===== config.mk =====
export PLATFORM = sky130hd
export DESIGN_NAME = pwdb_top
export DESIGN_NICKNAME = d
export VERILOG_FILES = /design/src/hw/pwdb_pkg.sv /design/src/hw/pwdb_top.sv
export VERILOG_INCLUDE_DIRS = /design/src /design/src/hw
export SDC_FILE = /design/constraint.sdc
export NUM_CORES = 1
export LEC_CHECK = 0
export BUFFER_PORTS_ARGS = -buffer_cell sky130_fd_sc_hd__buf_2
export CORE_MARGIN = 4
export CORE_UTILIZATION = 48
export DETAILED_ROUTE_END_ITERATION = 16
export GPL_ROUTABILITY_DRIVEN = 1
export PLACE_DENSITY = 0.66
export SKIP_LAST_GASP = 1
export SLEW_MARGIN = 15
export SYNTH_ARGS = -nofsm -noshare
export SYNTH_HDL_FRONTEND = slang
export SYNTH_SLANG_ARGS = --single-unit

===== constraint.sdc =====
create_clock -name aclk -period 3.5 [get_ports aclk]
set_input_delay 0.525 -clock aclk [delete_from_list [all_inputs] [get_ports aclk]]
set_output_delay 0.525 -clock aclk [all_outputs]
set_load 0.02 [all_outputs]

===== src/hw/pwdb_map.svh =====
// Constants for the PWM generator with dead-band: offsets, fields, resets.
// How it works
// - Counter counts down, or up then down.
// - Direction low when down, high when up.
// - One-cycle pulses at zero and load value.
// - Down mode: load pulse right after zero.
// - Compare matches qualified by count direction.
// - Compare above load never matches.
// - Four events down mode, six up/down.
// - Matches ignored when zero or load coincide.
// - Coinciding matches: first uses A, second B.
// - Per event action: none, toggle, low, high.
// - Dead-band off passes both outputs unchanged.
// - Dead-band on: first output rise delayed.
// - Second output inverted, rise delayed after fall.
// - Selected events raise the interrupt.
// - Separately selected events pulse ADC trigger.
// - Interrupt and trigger use raw events.
// - Global reset can clear the counter.
// - Immediate mode: new values apply at zero.
// - Sync mode: apply at zero after update.
// - Fault enable forces output inactive; INTEN interrupts.
// - Stall: stop at zero or keep counting.
// - Per signal enable mask and final inversion.
// - Counter sync bit zeroes counter, self clears.
// - Disabled signal becomes zero, still inverted.
// - Fault forcing precedes the output inverter.
`ifndef PWDB_MAP_SVH
`define PWDB_MAP_SVH

// ==========================================================
// Register offsets
`define PWDB_OFF_CTL 12'h000
`define PWDB_OFF_SYNC 12'h004
`define PWDB_OFF_ENA 12'h008
`define PWDB_OFF_INV 12'h00C
`define PWDB_OFF_FLT 12'h010
`define PWDB_OFF_INTEN 12'h014
`define PWDB_OFF_STAT 12'h020
`define PWDB_OFF_GCTL 12'h040
`define PWDB_OFF_EVSEL 12'h044
`define PWDB_OFF_LOAD 12'h050
`define PWDB_OFF_COUNT 12'h054
`define PWDB_OFF_CMPA 12'h058
`define PWDB_OFF_CMPB 12'h05C
`define PWDB_OFF_GENA 12'h060
`define PWDB_OFF_GENB 12'h064
`define PWDB_OFF_DBCTL 12'h068
`define PWDB_OFF_DBRISE 12'h06C
`define PWDB_OFF_DBFALL 12'h070

// ==========================================================
// Field positions
`define PWDB_GCTL_EN 0
`define PWDB_GCTL_UD 1
`define PWDB_GCTL_DBGRUN 2
`define PWDB_GCTL_SYNCUPD 3
`define PWDB_EVSEL_TRG 8

// ==========================================================
// Reset values and answers
`define PWDB_RST_CNT 16'h0000
`define PWDB_RST_DLY 12'h000
`define PWDB_RST_MASK 2'h0
`define PWDB_RST_EVS 6'h00
`define PWDB_RST_GCTL 4'h0
`define PWDB_RST_WORD 32'h0000_0000
`define PWDB_DLY_MAX 12'hFFF
`define PWDB_RESP_OKAY 2'h0
`define PWDB_RESP_SLVERR 2'h2

`endif


===== src/hw/pwdb_pkg.sv =====
// Types shared by the PWM generator with dead-band.
package pwdb_pkg;
  typedef logic [11:0] pwdb_addr_t;
  typedef logic [31:0] pwdb_word_t;
  typedef logic [3:0] pwdb_strb_t;
  typedef logic [1:0] pwdb_resp_t;
  typedef enum logic [1:0] {
    PWDB_ACT_NONE = 2'h0,
    PWDB_ACT_TOGGLE = 2'h1,
    PWDB_ACT_LOW = 2'h2,
    PWDB_ACT_HIGH = 2'h3
  } pwdb_act_t;
endpackage


===== src/hw/pwdb_top.sv =====
// PWM generator with dead-band, output control and AXI4-Lite registers.
`timescale 1ns/1ns
`default_nettype none
`include "pwdb_map.svh"
module pwdb_top (
  input wire logic aclk,
  input wire logic aresetn,
  input wire logic s_axi_awvalid,
  output logic s_axi_awready,
  input wire pwdb_pkg::pwdb_addr_t s_axi_awaddr,
  input wire logic s_axi_wvalid,
  output logic s_axi_wready,
  input wire pwdb_pkg::pwdb_word_t s_axi_wdata,
  input wire pwdb_pkg::pwdb_strb_t s_axi_wstrb,
  output logic s_axi_bvalid,
  input wire logic s_axi_bready,
  output pwdb_pkg::pwdb_resp_t s_axi_bresp,
  input wire logic s_axi_arvalid,
  output logic s_axi_arready,
  input wire pwdb_pkg::pwdb_addr_t s_axi_araddr,
  output logic s_axi_rvalid,
  input wire logic s_axi_rready,
  output pwdb_pkg::pwdb_word_t s_axi_rdata,
  output pwdb_pkg::pwdb_resp_t s_axi_rresp,
  input wire logic fault_in,
  input wire logic dbg_stall,
  output logic pin_out_zero,
  output logic pin_out_one,
  output logic irq,
  output logic adc_trig
);
  import pwdb_pkg::*;

  // ==========================================================
  // Declarations
  logic flt_m_q, flt_s_q, flt_p_q, stl_m_q, stl_s_q;
  logic aw_rdy_q, w_rdy_q, bvalid_q, ar_rdy_q, rvalid_q;
  pwdb_resp_t bresp_q, rresp_q;
  pwdb_word_t rdata_q, wmask, wr_word;
  logic [32:0] rd_hw, wr_hw;
  logic wr_go, rd_go;
  logic upd_req_q, sync_q, flt_ie_q, db_en_q;
  logic [1:0] en_q, inv_q, flt_en_q, pin_q, pre, gated;
  logic [3:0] gctl_q;
  logic [5:0] isel_q, tsel_q, ev, ev_a, ev_b;
  logic [15:0] ld_sh_q, ca_sh_q, cb_sh_q, ld_act_q, ca_act_q, cb_act_q;
  logic [15:0] cnt_q, ld_nx;
  logic dir_q, run_c, upd_now, mode_ud, ma, mb, zl;
  logic [11:0] gena_q, genb_q, dbr_q, dbf_q, hi_cnt_q, lo_cnt_q;
  logic generator_out_first_q, generator_out_second_q;
  logic irq_q, trig_q, db_first, db_second;

  // ==========================================================
  // Pin synchronisers
  always_ff @(posedge aclk)
  begin
    if (!aresetn)
    begin
      flt_m_q <= 1'b0;
      flt_s_q <= 1'b0;
      flt_p_q <= 1'b0;
      stl_m_q <= 1'b0;
      stl_s_q <= 1'b0;
    end
    else
    begin
      flt_m_q <= fault_in;
      flt_s_q <= flt_m_q;
      flt_p_q <= flt_s_q;
      stl_m_q <= dbg_stall;
      stl_s_q <= stl_m_q;
    end
  end

  // ==========================================================
  // Register map
  function automatic logic [32:0] reg_word(pwdb_addr_t a);
    reg_word = {1'b1, `PWDB_RST_WORD};
    if (a == `PWDB_OFF_CTL)
      reg_word[0] = upd_req_q;
    else if (a == `PWDB_OFF_SYNC)
      reg_word[0] = sync_q;
    else if (a == `PWDB_OFF_ENA)
      reg_word[1:0] = en_q;
    else if (a == `PWDB_OFF_INV)
      reg_word[1:0] = inv_q;
    else if (a == `PWDB_OFF_FLT)
      reg_word[1:0] = flt_en_q;
    else if (a == `PWDB_OFF_INTEN)
      reg_word[0] = flt_ie_q;
    else if (a == `PWDB_OFF_STAT)
      reg_word[2:0] = {dir_q, stl_s_q, flt_s_q};
    else if (a == `PWDB_OFF_GCTL)
      reg_word[3:0] = gctl_q;
    else if (a == `PWDB_OFF_EVSEL)
      reg_word[13:0] = {tsel_q, 2'b00, isel_q};
    else if (a == `PWDB_OFF_LOAD)
      reg_word[15:0] = ld_sh_q;
    else if (a == `PWDB_OFF_COUNT)
      reg_word[15:0] = cnt_q;
    else if (a == `PWDB_OFF_CMPA)
      reg_word[15:0] = ca_sh_q;
    else if (a == `PWDB_OFF_CMPB)
      reg_word[15:0] = cb_sh_q;
    else if (a == `PWDB_OFF_GENA)
      reg_word[11:0] = gena_q;
    else if (a == `PWDB_OFF_GENB)
      reg_word[11:0] = genb_q;
    else if (a == `PWDB_OFF_DBCTL)
      reg_word[0] = db_en_q;
    else if (a == `PWDB_OFF_DBRISE)
      reg_word[11:0] = dbr_q;
    else if (a == `PWDB_OFF_DBFALL)
      reg_word[11:0] = dbf_q;
    else
      reg_word[32] = 1'b0;
  endfunction

  assign wmask = {{8{s_axi_wstrb[3]}}, {8{s_axi_wstrb[2]}}, {8{s_axi_wstrb[1]}}, {8{s_axi_wstrb[0]}}};
  assign wr_go = aw_rdy_q && s_axi_awvalid;
  assign rd_go = ar_rdy_q && s_axi_arvalid;

  always_comb
  begin
    rd_hw = reg_word(s_axi_araddr);
    wr_hw = reg_word(s_axi_awaddr);
    wr_word = (wr_hw[31:0] & ~wmask) | (s_axi_wdata & wmask);
  end

  // ==========================================================
  // AXI4-Lite write channel: address and data taken together
  always_ff @(posedge aclk)
  begin
    if (!aresetn)
    begin
      aw_rdy_q <= 1'b0;
      w_rdy_q <= 1'b0;
      bvalid_q <= 1'b0;
      bresp_q <= `PWDB_RESP_OKAY;
    end
    else
    begin
      aw_rdy_q <= s_axi_awvalid && s_axi_wvalid && !aw_rdy_q && !bvalid_q;
      w_rdy_q <= s_axi_awvalid && s_axi_wvalid && !aw_rdy_q && !bvalid_q;
      if (wr_go)
      begin
        bvalid_q <= 1'b1;
        bresp_q <= wr_hw[32] ? `PWDB_RESP_OKAY : `PWDB_RESP_SLVERR;
      end
      else if (bvalid_q && s_axi_bready)
        bvalid_q <= 1'b0;
    end
  end

  // ==========================================================
  // AXI4-Lite read channel
  always_ff @(posedge aclk)
  begin
    if (!aresetn)
    begin
      ar_rdy_q <= 1'b0;
      rvalid_q <= 1'b0;
      rdata_q <= `PWDB_RST_WORD;
      rresp_q <= `PWDB_RESP_OKAY;
    end
    else
    begin
      ar_rdy_q <= s_axi_arvalid && !ar_rdy_q && !rvalid_q;
      if (rd_go)
      begin
        rvalid_q <= 1'b1;
        rdata_q <= rd_hw[31:0];
        rresp_q <= rd_hw[32] ? `PWDB_RESP_OKAY : `PWDB_RESP_SLVERR;
      end
      else if (rvalid_q && s_axi_rready)
        rvalid_q <= 1'b0;
    end
  end

  // ==========================================================
  // Configuration registers
  always_ff @(posedge aclk)
  begin
    if (!aresetn)
    begin
      en_q <= `PWDB_RST_MASK;
      inv_q <= `PWDB_RST_MASK;
      flt_en_q <= `PWDB_RST_MASK;
      flt_ie_q <= 1'b0;
      gctl_q <= `PWDB_RST_GCTL;
      isel_q <= `PWDB_RST_EVS;
      tsel_q <= `PWDB_RST_EVS;
      ld_sh_q <= `PWDB_RST_CNT;
      ca_sh_q <= `PWDB_RST_CNT;
      cb_sh_q <= `PWDB_RST_CNT;
      gena_q <= `PWDB_RST_DLY;
      genb_q <= `PWDB_RST_DLY;
      db_en_q <= 1'b0;
      dbr_q <= `PWDB_RST_DLY;
      dbf_q <= `PWDB_RST_DLY;
    end
    else if (wr_go)
    begin
      if (s_axi_awaddr == `PWDB_OFF_ENA)
        en_q <= wr_word[1:0];
      else if (s_axi_awaddr == `PWDB_OFF_INV)
        inv_q <= wr_word[1:0];
      else if (s_axi_awaddr == `PWDB_OFF_FLT)
        flt_en_q <= wr_word[1:0];
      else if (s_axi_awaddr == `PWDB_OFF_INTEN)
        flt_ie_q <= wr_word[0];
      else if (s_axi_awaddr == `PWDB_OFF_GCTL)
        gctl_q <= wr_word[3:0];
      else if (s_axi_awaddr == `PWDB_OFF_EVSEL)
      begin
        isel_q <= wr_word[5:0];
        tsel_q <= wr_word[13:8];
      end
      else if (s_axi_awaddr == `PWDB_OFF_LOAD)
        ld_sh_q <= wr_word[15:0];
      else if (s_axi_awaddr == `PWDB_OFF_CMPA)
        ca_sh_q <= wr_word[15:0];
      else if (s_axi_awaddr == `PWDB_OFF_CMPB)
        cb_sh_q <= wr_word[15:0];
      else if (s_axi_awaddr == `PWDB_OFF_GENA)
        gena_q <= wr_word[11:0];
      else if (s_axi_awaddr == `PWDB_OFF_GENB)
        genb_q <= wr_word[11:0];
      else if (s_axi_awaddr == `PWDB_OFF_DBCTL)
        db_en_q <= wr_word[0];
      else if (s_axi_awaddr == `PWDB_OFF_DBRISE)
        dbr_q <= wr_word[11:0];
      else if (s_axi_awaddr == `PWDB_OFF_DBFALL)
        dbf_q <= wr_word[11:0];
    end
  end

  // ==========================================================
  // Self-clearing controls; a fresh write wins over the clear
  always_ff @(posedge aclk)
  begin
    if (!aresetn)
    begin
      upd_req_q <= 1'b0;
      sync_q <= 1'b0;
    end
    else
    begin
      if (wr_go && s_axi_awaddr == `PWDB_OFF_CTL && wr_word[0])
        upd_req_q <= 1'b1;
      else if (upd_now && gctl_q[`PWDB_GCTL_SYNCUPD])
        upd_req_q <= 1'b0;
      if (wr_go && s_axi_awaddr == `PWDB_OFF_SYNC && wr_word[0])
        sync_q <= 1'b1;
      else
        sync_q <= 1'b0;
    end
  end

  // ==========================================================
  // Counter
  assign mode_ud = gctl_q[`PWDB_GCTL_UD];
  // Stall without the run option parks the count at zero
  assign run_c = gctl_q[`PWDB_GCTL_EN] && !(stl_s_q && !gctl_q[`PWDB_GCTL_DBGRUN] && cnt_q == 16'h0000);
  assign upd_now = cnt_q == 16'h0000 && (!gctl_q[`PWDB_GCTL_SYNCUPD] || upd_req_q);
  assign ld_nx = upd_now ? ld_sh_q : ld_act_q;

  always_ff @(posedge aclk)
  begin
    if (!aresetn)
    begin
      ld_act_q <= `PWDB_RST_CNT;
      ca_act_q <= `PWDB_RST_CNT;
      cb_act_q <= `PWDB_RST_CNT;
    end
    else if (upd_now)
    begin
      ld_act_q <= ld_sh_q;
      ca_act_q <= ca_sh_q;
      cb_act_q <= cb_sh_q;
    end
  end

  always_ff @(posedge aclk)
  begin
    if (!aresetn)
    begin
      cnt_q <= `PWDB_RST_CNT;
      dir_q <= 1'b0;
    end
    else if (sync_q)
    begin
      cnt_q <= `PWDB_RST_CNT;
      dir_q <= 1'b0;
    end
    else if (!mode_ud)
    begin
      dir_q <= 1'b0;
      if (run_c)
        cnt_q <= (cnt_q == 16'h0000) ? ld_nx : cnt_q - 16'h0001;
    end
    else if (run_c)
    begin
      if (dir_q)
      begin
        if (cnt_q >= ld_act_q)
        begin
          dir_q <= 1'b0;
          cnt_q <= (cnt_q == 16'h0000) ? cnt_q : cnt_q - 16'h0001;
        end
        else
          cnt_q <= cnt_q + 16'h0001;
      end
      else if (cnt_q == 16'h0000)
      begin
        dir_q <= 1'b1;
        cnt_q <= (ld_nx == 16'h0000) ? cnt_q : 16'h0001;
      end
      else
        cnt_q <= cnt_q - 16'h0001;
    end
  end

  // ==========================================================
  // Events: 0 zero, 1 load, 2 A up, 3 A down, 4 B up, 5 B down
  assign ma = cnt_q == ca_act_q && ca_act_q <= ld_act_q;
  assign mb = cnt_q == cb_act_q && cb_act_q <= ld_act_q;
  assign zl = cnt_q == 16'h0000 || cnt_q == ld_act_q;
  assign ev[0] = run_c && cnt_q == 16'h0000;
  assign ev[1] = run_c && cnt_q == ld_act_q;
  assign ev[2] = run_c && ma && dir_q && !zl;
  assign ev[3] = run_c && ma && !dir_q && !zl;
  assign ev[4] = run_c && mb && dir_q && !zl;
  assign ev[5] = run_c && mb && !dir_q && !zl;
  assign ev_a = {ev[5:4] & {2{!(ev[2] || ev[3])}}, ev[3:0]};
  assign ev_b = {ev[5:4], ev[3:2] & {2{!(ev[4] || ev[5])}}, ev[1:0]};

  // Later events in the list override earlier ones in the same cycle
  function automatic logic gen_step(logic cur, logic [11:0] acts, logic [5:0] e);
    pwdb_act_t act;
    gen_step = cur;
    for (int i = 0; i < 6; i++)
    begin
      act = pwdb_act_t'(acts[2*i +: 2]);
      if (e[i])
      begin
        case (act)
          PWDB_ACT_TOGGLE: gen_step = !gen_step;
          PWDB_ACT_LOW: gen_step = 1'b0;
          PWDB_ACT_HIGH: gen_step = 1'b1;
          default: gen_step = gen_step;
        endcase
      end
    end
  endfunction

  always_ff @(posedge aclk)
  begin
    if (!aresetn)
    begin
      generator_out_first_q <= 1'b0;
      generator_out_second_q <= 1'b0;
    end
    else
    begin
      generator_out_first_q <= gen_step(generator_out_first_q, gena_q, ev_a);
      generator_out_second_q <= gen_step(generator_out_second_q, genb_q, ev_b);
    end
  end

  // ==========================================================
  // Dead-band: saturating high and low time counters
  always_ff @(posedge aclk)
  begin
    if (!aresetn)
    begin
      hi_cnt_q <= `PWDB_RST_DLY;
      lo_cnt_q <= `PWDB_RST_DLY;
    end
    else
    begin
      if (!generator_out_first_q)
        hi_cnt_q <= `PWDB_RST_DLY;
      else if (hi_cnt_q != `PWDB_DLY_MAX)
        hi_cnt_q <= hi_cnt_q + 12'h001;
      if (generator_out_first_q)
        lo_cnt_q <= `PWDB_RST_DLY;
      else if (lo_cnt_q != `PWDB_DLY_MAX)
        lo_cnt_q <= lo_cnt_q + 12'h001;
    end
  end

  assign db_first = generator_out_first_q && hi_cnt_q >= dbr_q;
  assign db_second = !generator_out_first_q && lo_cnt_q >= dbf_q;
  assign pre = db_en_q ? {db_second, db_first} : {generator_out_second_q, generator_out_first_q};
  assign gated = pre & en_q & ~(flt_en_q & {2{flt_s_q}});

  // ==========================================================
  // Output stage, one flop per pin
  for (genvar g = 0; g < 2; g++)
  begin : g_pin
    always_ff @(posedge aclk)
    begin
      if (!aresetn)
        pin_q[g] <= 1'b0;
      else
        pin_q[g] <= gated[g] ^ inv_q[g];
    end
  end

  // Stall adds nothing here; only events and fault onset
  always_ff @(posedge aclk)
  begin
    if (!aresetn)
    begin
      irq_q <= 1'b0;
      trig_q <= 1'b0;
    end
    else
    begin
      irq_q <= |(ev & isel_q) || (flt_ie_q && flt_s_q && !flt_p_q);
      trig_q <= |(ev & tsel_q);
    end
  end

  assign s_axi_awready = aw_rdy_q;
  assign s_axi_wready = w_rdy_q;
  assign s_axi_bvalid = bvalid_q;
  assign s_axi_bresp = bresp_q;
  assign s_axi_arready = ar_rdy_q;
  assign s_axi_rvalid = rvalid_q;
  assign s_axi_rdata = rdata_q;
  assign s_axi_rresp = rresp_q;
  assign pin_out_zero = pin_q[0];
  assign pin_out_one = pin_q[1];
  assign irq = irq_q;
  assign adc_trig = trig_q;
endmodule
`default_nettype wire


Word-level counts from Yosys, hierarchy flattened
Cells that the tools add are included.
{"block": "op_classes", "n_addsub": 4, "n_lt_le_gt_ge": 5, "n_eq_ne": 77, "mux": 222, "bitwise": 29, "reduce_logical": 93}
{"cell": "12-bit two-way mux", "n": 44}
{"cell": "16-bit two-way mux", "n": 25}
{"cell": "14-bit two-way mux", "n": 24}
{"cell": "12-bit by 7-bit equality test with 1-bit output, second input constant", "n": 22}
{"cell": "15-bit two-way mux", "n": 6}
{"cell": "1-bit two-way mux", "n": 76}
{"cell": "4-bit two-way mux", "n": 18}
{"cell": "12-bit by 4-bit equality test with 1-bit output, second input constant", "n": 4}
{"cell": "12-bit by 5-bit equality test with 1-bit output, second input constant", "n": 4}
{"cell": "16-bit equality test", "n": 3}
{"cell": "2-bit equality test, second input constant", "n": 24}
{"cell": "1-bit logical AND", "n": 36}
{"cell": "1-bit case mux with 3 select lines", "n": 12}
{"cell": "16-bit bitwise AND", "n": 2}
{"cell": "16-bit less-or-equal comparator", "n": 2}
{"cell": "16-bit zero test", "n": 2}
{"cell": "13-bit two-way mux", "n": 2}
{"cell": "12-bit by 1-bit adder with 12-bit output, second input constant", "n": 2}
{"cell": "12-bit by 3-bit equality test with 1-bit output, second input constant", "n": 2}
{"cell": "12-bit by 6-bit equality test with 1-bit output, second input constant", "n": 2}
{"cell": "2-bit by 1-bit equality test with 1-bit output, second input constant", "n": 12}
{"cell": "12-bit greater-or-equal comparator", "n": 2}
{"cell": "1-bit zero test", "n": 24}
{"cell": "12-bit zero test", "n": 2}
{"cell": "other kinds (34)", "n": 78}
{"block": "word_totals", "reg_bits": 246, "input_bits": 69, "out_inout_bits": 45, "elab_cells": 472}

Longest topological paths before layout
{"block": "depth", "word_depth": 59, "ltp_mapped": 17, "ltp_nobuf": 13}

Worst setup path before layout
Ideal clock, no wire load.
{"block": "synth_path", "path_kind": "register to register", "startpoint": "reg cnt_q[0]", "endpoint": "reg generator_out_second_q", "setup_ns": 0.074, "arrival_ns": 3.000, "required_ns": 3.426, "path_slack_ns": 0.425, "path_stages_with_launch": 14, "path_buffers": 1, "synth_period_minus_slack_ns": 3.075, "path_cell_list": "dfxtp_1 clkbuf_1 inv_1 ha_1 nor3b_2 nand4_1 o21a_1 and4_1 o221ai_4 or2_2 or4b_1 nand3_1 o211ai_1 a31oi_1"}
{"block": "synth_between", "elab_chain_len": 26, "elab_cells_between_ends": 47, "cone_classes": "eq/ne (3); mux (16); bitwise (1); reduce/logical (27)"}
{"item": "start, declared", "line": "pwdb_top.sv:47", "text": "logic [15:0] cnt_q, ld_nx;"}
{"item": "start signal, assigned", "line": "pwdb_top.sv:288", "text": "cnt_q <= `PWDB_RST_CNT;"}
{"item": "start signal, assigned", "line": "pwdb_top.sv:293", "text": "cnt_q <= `PWDB_RST_CNT;"}
{"item": "start signal, assigned", "line": "pwdb_top.sv:300", "text": "cnt_q <= (cnt_q == 16'h0000) ? ld_nx : cnt_q - 16'h0001;"}
{"item": "16-bit zero test", "line": "pwdb_top.sv:264, pwdb_top.sv:328, pwdb_top.sv:329"}
{"item": "1-bit logical AND", "line": "pwdb_top.sv:264", "text": "assign run_c = gctl_q[`PWDB_GCTL_EN] && !(stl_s_q && !gctl_q[`PWDB_GCTL_DBGRUN] && cnt_q == 16'h0000);"}
{"item": "1-bit zero test", "line": "pwdb_top.sv:264"}
{"item": "1-bit logical AND", "line": "pwdb_top.sv:264"}
{"item": "1-bit logical AND", "line": "pwdb_top.sv:329", "text": "assign ev[0] = run_c && cnt_q == 16'h0000;"}
{"item": "1-bit two-way mux", "line": "pwdb_top.sv:345", "text": "if (e[i])"}
{"item": "1-bit two-way mux", "line": "pwdb_top.sv:359", "text": "if (!aresetn)"}
{"item": "1-bit zero test", "line": "pwdb_top.sv:348", "text": "PWDB_ACT_TOGGLE: gen_step = !gen_step;"}
{"item": "(+10 left out)"}
{"item": "1-bit two-way mux", "line": "pwdb_top.sv:359"}
{"item": "1-bit zero test", "line": "pwdb_top.sv:348"}
{"item": "1-bit case mux with 3 select lines", "line": "pwdb_top.sv:347", "text": "case (act)"}
{"item": "1-bit two-way mux", "line": "pwdb_top.sv:345"}
{"item": "1-bit two-way mux", "line": "pwdb_top.sv:359"}
{"item": "1-bit zero test", "line": "pwdb_top.sv:348"}
{"item": "1-bit case mux with 3 select lines", "line": "pwdb_top.sv:347"}
{"item": "1-bit two-way mux (*)", "line": "pwdb_top.sv:345"}
{"item": "end signal, assigned", "line": "pwdb_top.sv:367", "text": "generator_out_second_q <= gen_step(generator_out_second_q, genb_q, ev_b);"}
{"item": "end, declared", "line": "pwdb_top.sv:50", "text": "logic generator_out_first_q, generator_out_second_q;"}
Every way passes the cells marked *; elsewhere a longest branch is shown, timed or not. The select of a mux whose other input is x is not followed.
A chain may end at the register's enable or synchronous reset.

Final worst setup path
{"block": "layout_path", "startpoint": "reg cnt_q[0]", "endpoint": "reg generator_out_first_q"}
{"block": "layout_between", "elab_chain_len": 26, "elab_cells_between_ends": 47, "cone_classes": "eq/ne (3); mux (16); bitwise (1); reduce/logical (27)"}
{"item": "16-bit zero test", "line": "pwdb_top.sv:264, pwdb_top.sv:328, pwdb_top.sv:329"}
{"item": "1-bit logical AND", "line": "pwdb_top.sv:264"}
{"item": "1-bit zero test", "line": "pwdb_top.sv:264"}
{"item": "1-bit logical AND", "line": "pwdb_top.sv:264"}
{"item": "1-bit logical AND", "line": "pwdb_top.sv:329"}
{"item": "1-bit two-way mux", "line": "pwdb_top.sv:345"}
{"item": "1-bit two-way mux", "line": "pwdb_top.sv:359"}
{"item": "1-bit zero test", "line": "pwdb_top.sv:348"}
{"item": "(+10 left out)"}
{"item": "1-bit two-way mux", "line": "pwdb_top.sv:359"}
{"item": "1-bit zero test", "line": "pwdb_top.sv:348"}
{"item": "1-bit case mux with 3 select lines", "line": "pwdb_top.sv:347"}
{"item": "1-bit two-way mux", "line": "pwdb_top.sv:345"}
{"item": "1-bit two-way mux", "line": "pwdb_top.sv:359"}
{"item": "1-bit zero test", "line": "pwdb_top.sv:348"}
{"item": "1-bit case mux with 3 select lines", "line": "pwdb_top.sv:347"}
{"item": "1-bit two-way mux (*)", "line": "pwdb_top.sv:345"}
{"item": "end signal, assigned", "line": "pwdb_top.sv:366", "text": "generator_out_first_q <= gen_step(generator_out_first_q, gena_q, ev_a);"}
{"item": "end, declared", "line": "pwdb_top.sv:50"}
Marks and branches as above.

==> key figures <==
Floorplanning
  – Die Ht: 184 um
  – # rows: 64
  – Starting Density: 48.7%
  – Die area: 34000 sq um
  – Die W: 184 um
  – Core Region: 30700 sq um
  – I/O pins: 114

Clocking
  – Root Driver: clkbuf_16
  – Clock sinks: 244
  – Max clock buf depth: 3
  – Worst-path clk slew: 0.07 ns
  – Clk Latency, worst-skew pair: 0.57 ns
  – CTS H-tree depth: 1
  – Hold-fix buffers at CTS: 0
  – CTS tree: done
  – CTS Buf Count: 28

Final layout
  – Final core occ: 56.4%
  – Area grow syn2layout: 15.9%
  – Fraction of layout cells with a size suffix above 1: 14.7%
  – Diode count: 0
  – Final #Nets: 2152
  – Filler instances: 2910

Worst setup path
  – Reg2reg path depth: 14
  – Crit start category: flip-flop
  – Buf/Inv on CP: 2
  – CP arrival: 3.86 ns
  – Worst R2R Setup Slack: 0.12 ns
  – CP max-delay cell: o41a_1
  – Levels on crit path: 14
  – R2R Path Start: cnt_q[0]
  – Worst-path maximum fanout: 4
  – WP data required: 3.98 ns
  – RR Endpoint: generator_out_first_q
  – Crit. End Element: flip-flop
  – Top Family by Delay on Critical Path: compound AO/OA/AOI/OAI gates
  – WS Path Type: flip-flop to flip-flop
  – Max stage delay on crit path: 0.43 ns
  – Crit-path cells: inv_1 -> ha_1 -> nor3b_2 -> nand4_1 -> buf_4 -> o41a_1 -> or2_0 -> a22o_1 -> o31ai_1 -> o31a_1 -> nor3_1 -> o211a_1 -> a211o_1 -> a21oi_2

Drt
  – DR vias/cell: 6.34
  – DR vias: 15400
  – Per-cell routed wire length: 23.9 um
  – DRC: 0
  – Antenna-violating nets left: 0
  – DRT iter0 DRCs: 1713
  – Final wirelength: 57900 um
  – Pre-Repair DR Iteration Count: 10

Timing
  – RSZ-0062 raised after global routing: yes
  – Final hold slack: 0.180 ns
  – Slew HR: 13.2%
  – Fin. Hold Viols: 0
  – Setup WS post-layout: 0.121 ns
  – Max Fclk: 0.296 GHz
  – Final slew viol count: 0
  – Post-route minimum period: 3.38 ns
  – Endpoints failing setup: 0
  – Final period util: 96.5%
  – Worst clock skew: 0.0192 ns
  – Slew @ Worst Pin: 1.30 ns

Synthesis
  – Post-synth EDFFs: 0
  – Largest family of logic cells by synthesized area: compound AO/OA/AOI/OAI gates
  – Top post-synthesis cells by area: dfxtp_1 (33%), ha_1 (6.4%), nor2_1 (6.3%)
  – Main synth FF type: dfxtp_1
  – Synthesized area: 14900 sq um
  – Count leader, synth: nor2_1
  – Synth Register Bits: 244
  – Top cells by count, synth: nor2_1 (251), dfxtp_1 (244), nand2_1 (191), a21oi_1 (138), clkbuf_1 (93)
  – Library cells used by synthesis: 89
  – Synth Area in Adders: 6.37%
  – Yosys warning total: 0
  – XOR/XNOR Fraction of Synth Area: 4.11%
  – Ys async rst share: 0%
  – Area fraction in compound gates after synthesis: 24.5%
  – Register area share after synthesis: 32.7%
  – Synth area leader: dfxtp_1
  – Syn Inst Count: 1888
  – Syn_area_per_cell: 7.91 sq um
  – Post-Synth Simple-Gate Area: 22.3%
  – Proportion of synthesized area in mux cells: 4.28%
  – Share of the synthesized area in the top cell type: 32.7%

GRT
  – Antenna violations before repair: 0
  – First-pass GRT wire length: 87500 um
  – Met3 Resource Use GR: 4.91%
  – Met2 usage in global routing: 53.2%
  – GR Layer Usage met1: 43.3%
  – Vias in the first global route: 14400
  – Grt peak-use layer: met2
  – GRT Util Overall: 33.0%
  – Largest net degree at the start of global routing: 187
  – Total gr overflow: 0

Hold path
  – Hold/Removal Path Class: input port to flip-flop
  – Hold Path Sink: stl_m_q
  – Hold Crit Depth: 2
  – Hold Crit Start: dbg_stall

Status
  – Status: finished clean

Power
  – Pwr dens: 365 nW/um^2
  – LEAKAGE: 6.56 nW
  – Worst VDD drop: 0.349 mV

Place
  – Placer congestion estimate: 0.983
  – Placed wire-length estimate: 44300 um
  – Number of port buffers: 77
  – Worst slack, placed: 0.0230 ns

Job
  – Max-cap violation count: 0
[cells in the final DEF, fill, tap and decap left out, types with 6 or more instances in the layout]
cell         n
and3_1      18
nor3_1      45
clkinv_2     7
xnor2_1     45
a2111oi_0    6
o211ai_1    14
or2_2        7
nand3_1     46
o21ai_0     56
inv_1       63
and2_1      22
buf_4      126
a21o_1      29
buf_2       77
xor2_1      25
a31oi_1     10
nand2_1    191
o21a_1       8
nor4_1      18
a32oi_1      6
nor2b_1     10
a222oi_1    11
ha_1        76
nand2b_1    18
o22ai_1     23
nor2_1     249
a211oi_1    86
mux2i_1     50
or3_1        8
nand4_1     36
a311o_1      9
a22oi_1     43
clkbuf_16   29
a21oi_1    138
mux2_2       8
o21ai_1      6
dfxtp_1    244
a221oi_1    22
conb_1      18
[worst reg2reg max path: cells and delay by family (launching register included)]
family	cells	cell delay, ns
AO/OA/AOI/OAI	7	1.63
AND/OR/NAND/NOR	4	0.86
adder cells (fa/ha/maj)	1	0.19
flip-flops	1	0.31
buffers and inverters	2	0.33
[per-layer routing]
| metal | wire length [um] | vias to the layer above |
|---|---|---|
| li1 | - | 7127 |
| met1 | 23500 | 7274 |
| met2 | 26100 | 807 |
| met3 | 4830 | 177 |
| met4 | 3440 | 0 |
| met5 | 0 | - |
[layout make-up]
| type | instances | area (sq um) | share of cell area [%] |
|---|---|---|---|
| multi-input combinational | 1464 | 9300 | 53.7 |
| sequential | 244 | 4880 | 28.2 |
| timing repair buffer | 205 | 1370 | 7.92 |
| clock buffer | 36 | 792 | 4.58 |
| tap | 396 | 495 | 2.86 |
| inverter | 64 | 245 | 1.42 |
| clock inverter | 16 | 220 | 1.27 |
[repair_timing]
item,in CTS,in global routing
hold endpoints to repair,0,0
gates resized for setup,0,5
setup endpoints to repair,0,8
buffers inserted,0,0
[stage by stage]
step	cells	cell area, sq um	TNS [ns]	total power [mW]
after floorplan	1905	15000	0	3.03
after global placement	2373	16300	0	3.14
after detailed placement	2373	16300	0	3.14
after CTS	2425	17300	0	6.34
after global routing	2425	17300	-0.0275	6.48
final	2425	17300	0	6.32
[state kept, by name, indices dropped and copies added, names as in the netlist, 12 cells and up]
name	cells
lo_cnt_q	12
dbf_q	12
cb_sh_q	16
s_axi_rdata	16
dbr_q	12
cb_act_q	16
ld_act_q	16
ca_sh_q	16
hi_cnt_q	12
cnt_q	16
genb_q	12
gena_q	12
ca_act_q	16
ld_sh_q	16
[where the power goes]
group          internal (mW)  total [mW]  leakage (nW)  switching (mW)
clock network           1.97        3.24         0.505            1.27
logic                 0.0857       0.290          4.09           0.204
registers               2.78        2.80          1.97          0.0102
total                   4.84        6.32          6.56            1.48
[kinds of logic (layout without fill, tap and decap cells)]
family	Yosys count	in the layout
AO/OA/AOI/OAI	533	533
XOR/XNOR	70	70
adder cells (fa/ha/maj)	76	76
buffers and inverters	197	321
flip-flops	244	244
multiplexers	60	60
other	1	18
AND/OR/NAND/NOR	707	707
[worst max path at each step]
stage,slack [ns],start,end
after floorplan,0.43,cnt_q[0],generator_out_second_q
after global placement,0.04,s_axi_awaddr[9],ca_sh_q[1]
after detailed placement,0.02,s_axi_awaddr[9],ca_sh_q[1]
after CTS,0.17,cnt_q[0],cnt_q[11]
after global routing,-0.03,cnt_q[0],generator_out_second_q
final,0.12,cnt_q[0],generator_out_first_q
No activity file was read; power rests on OpenSTA's default activity.
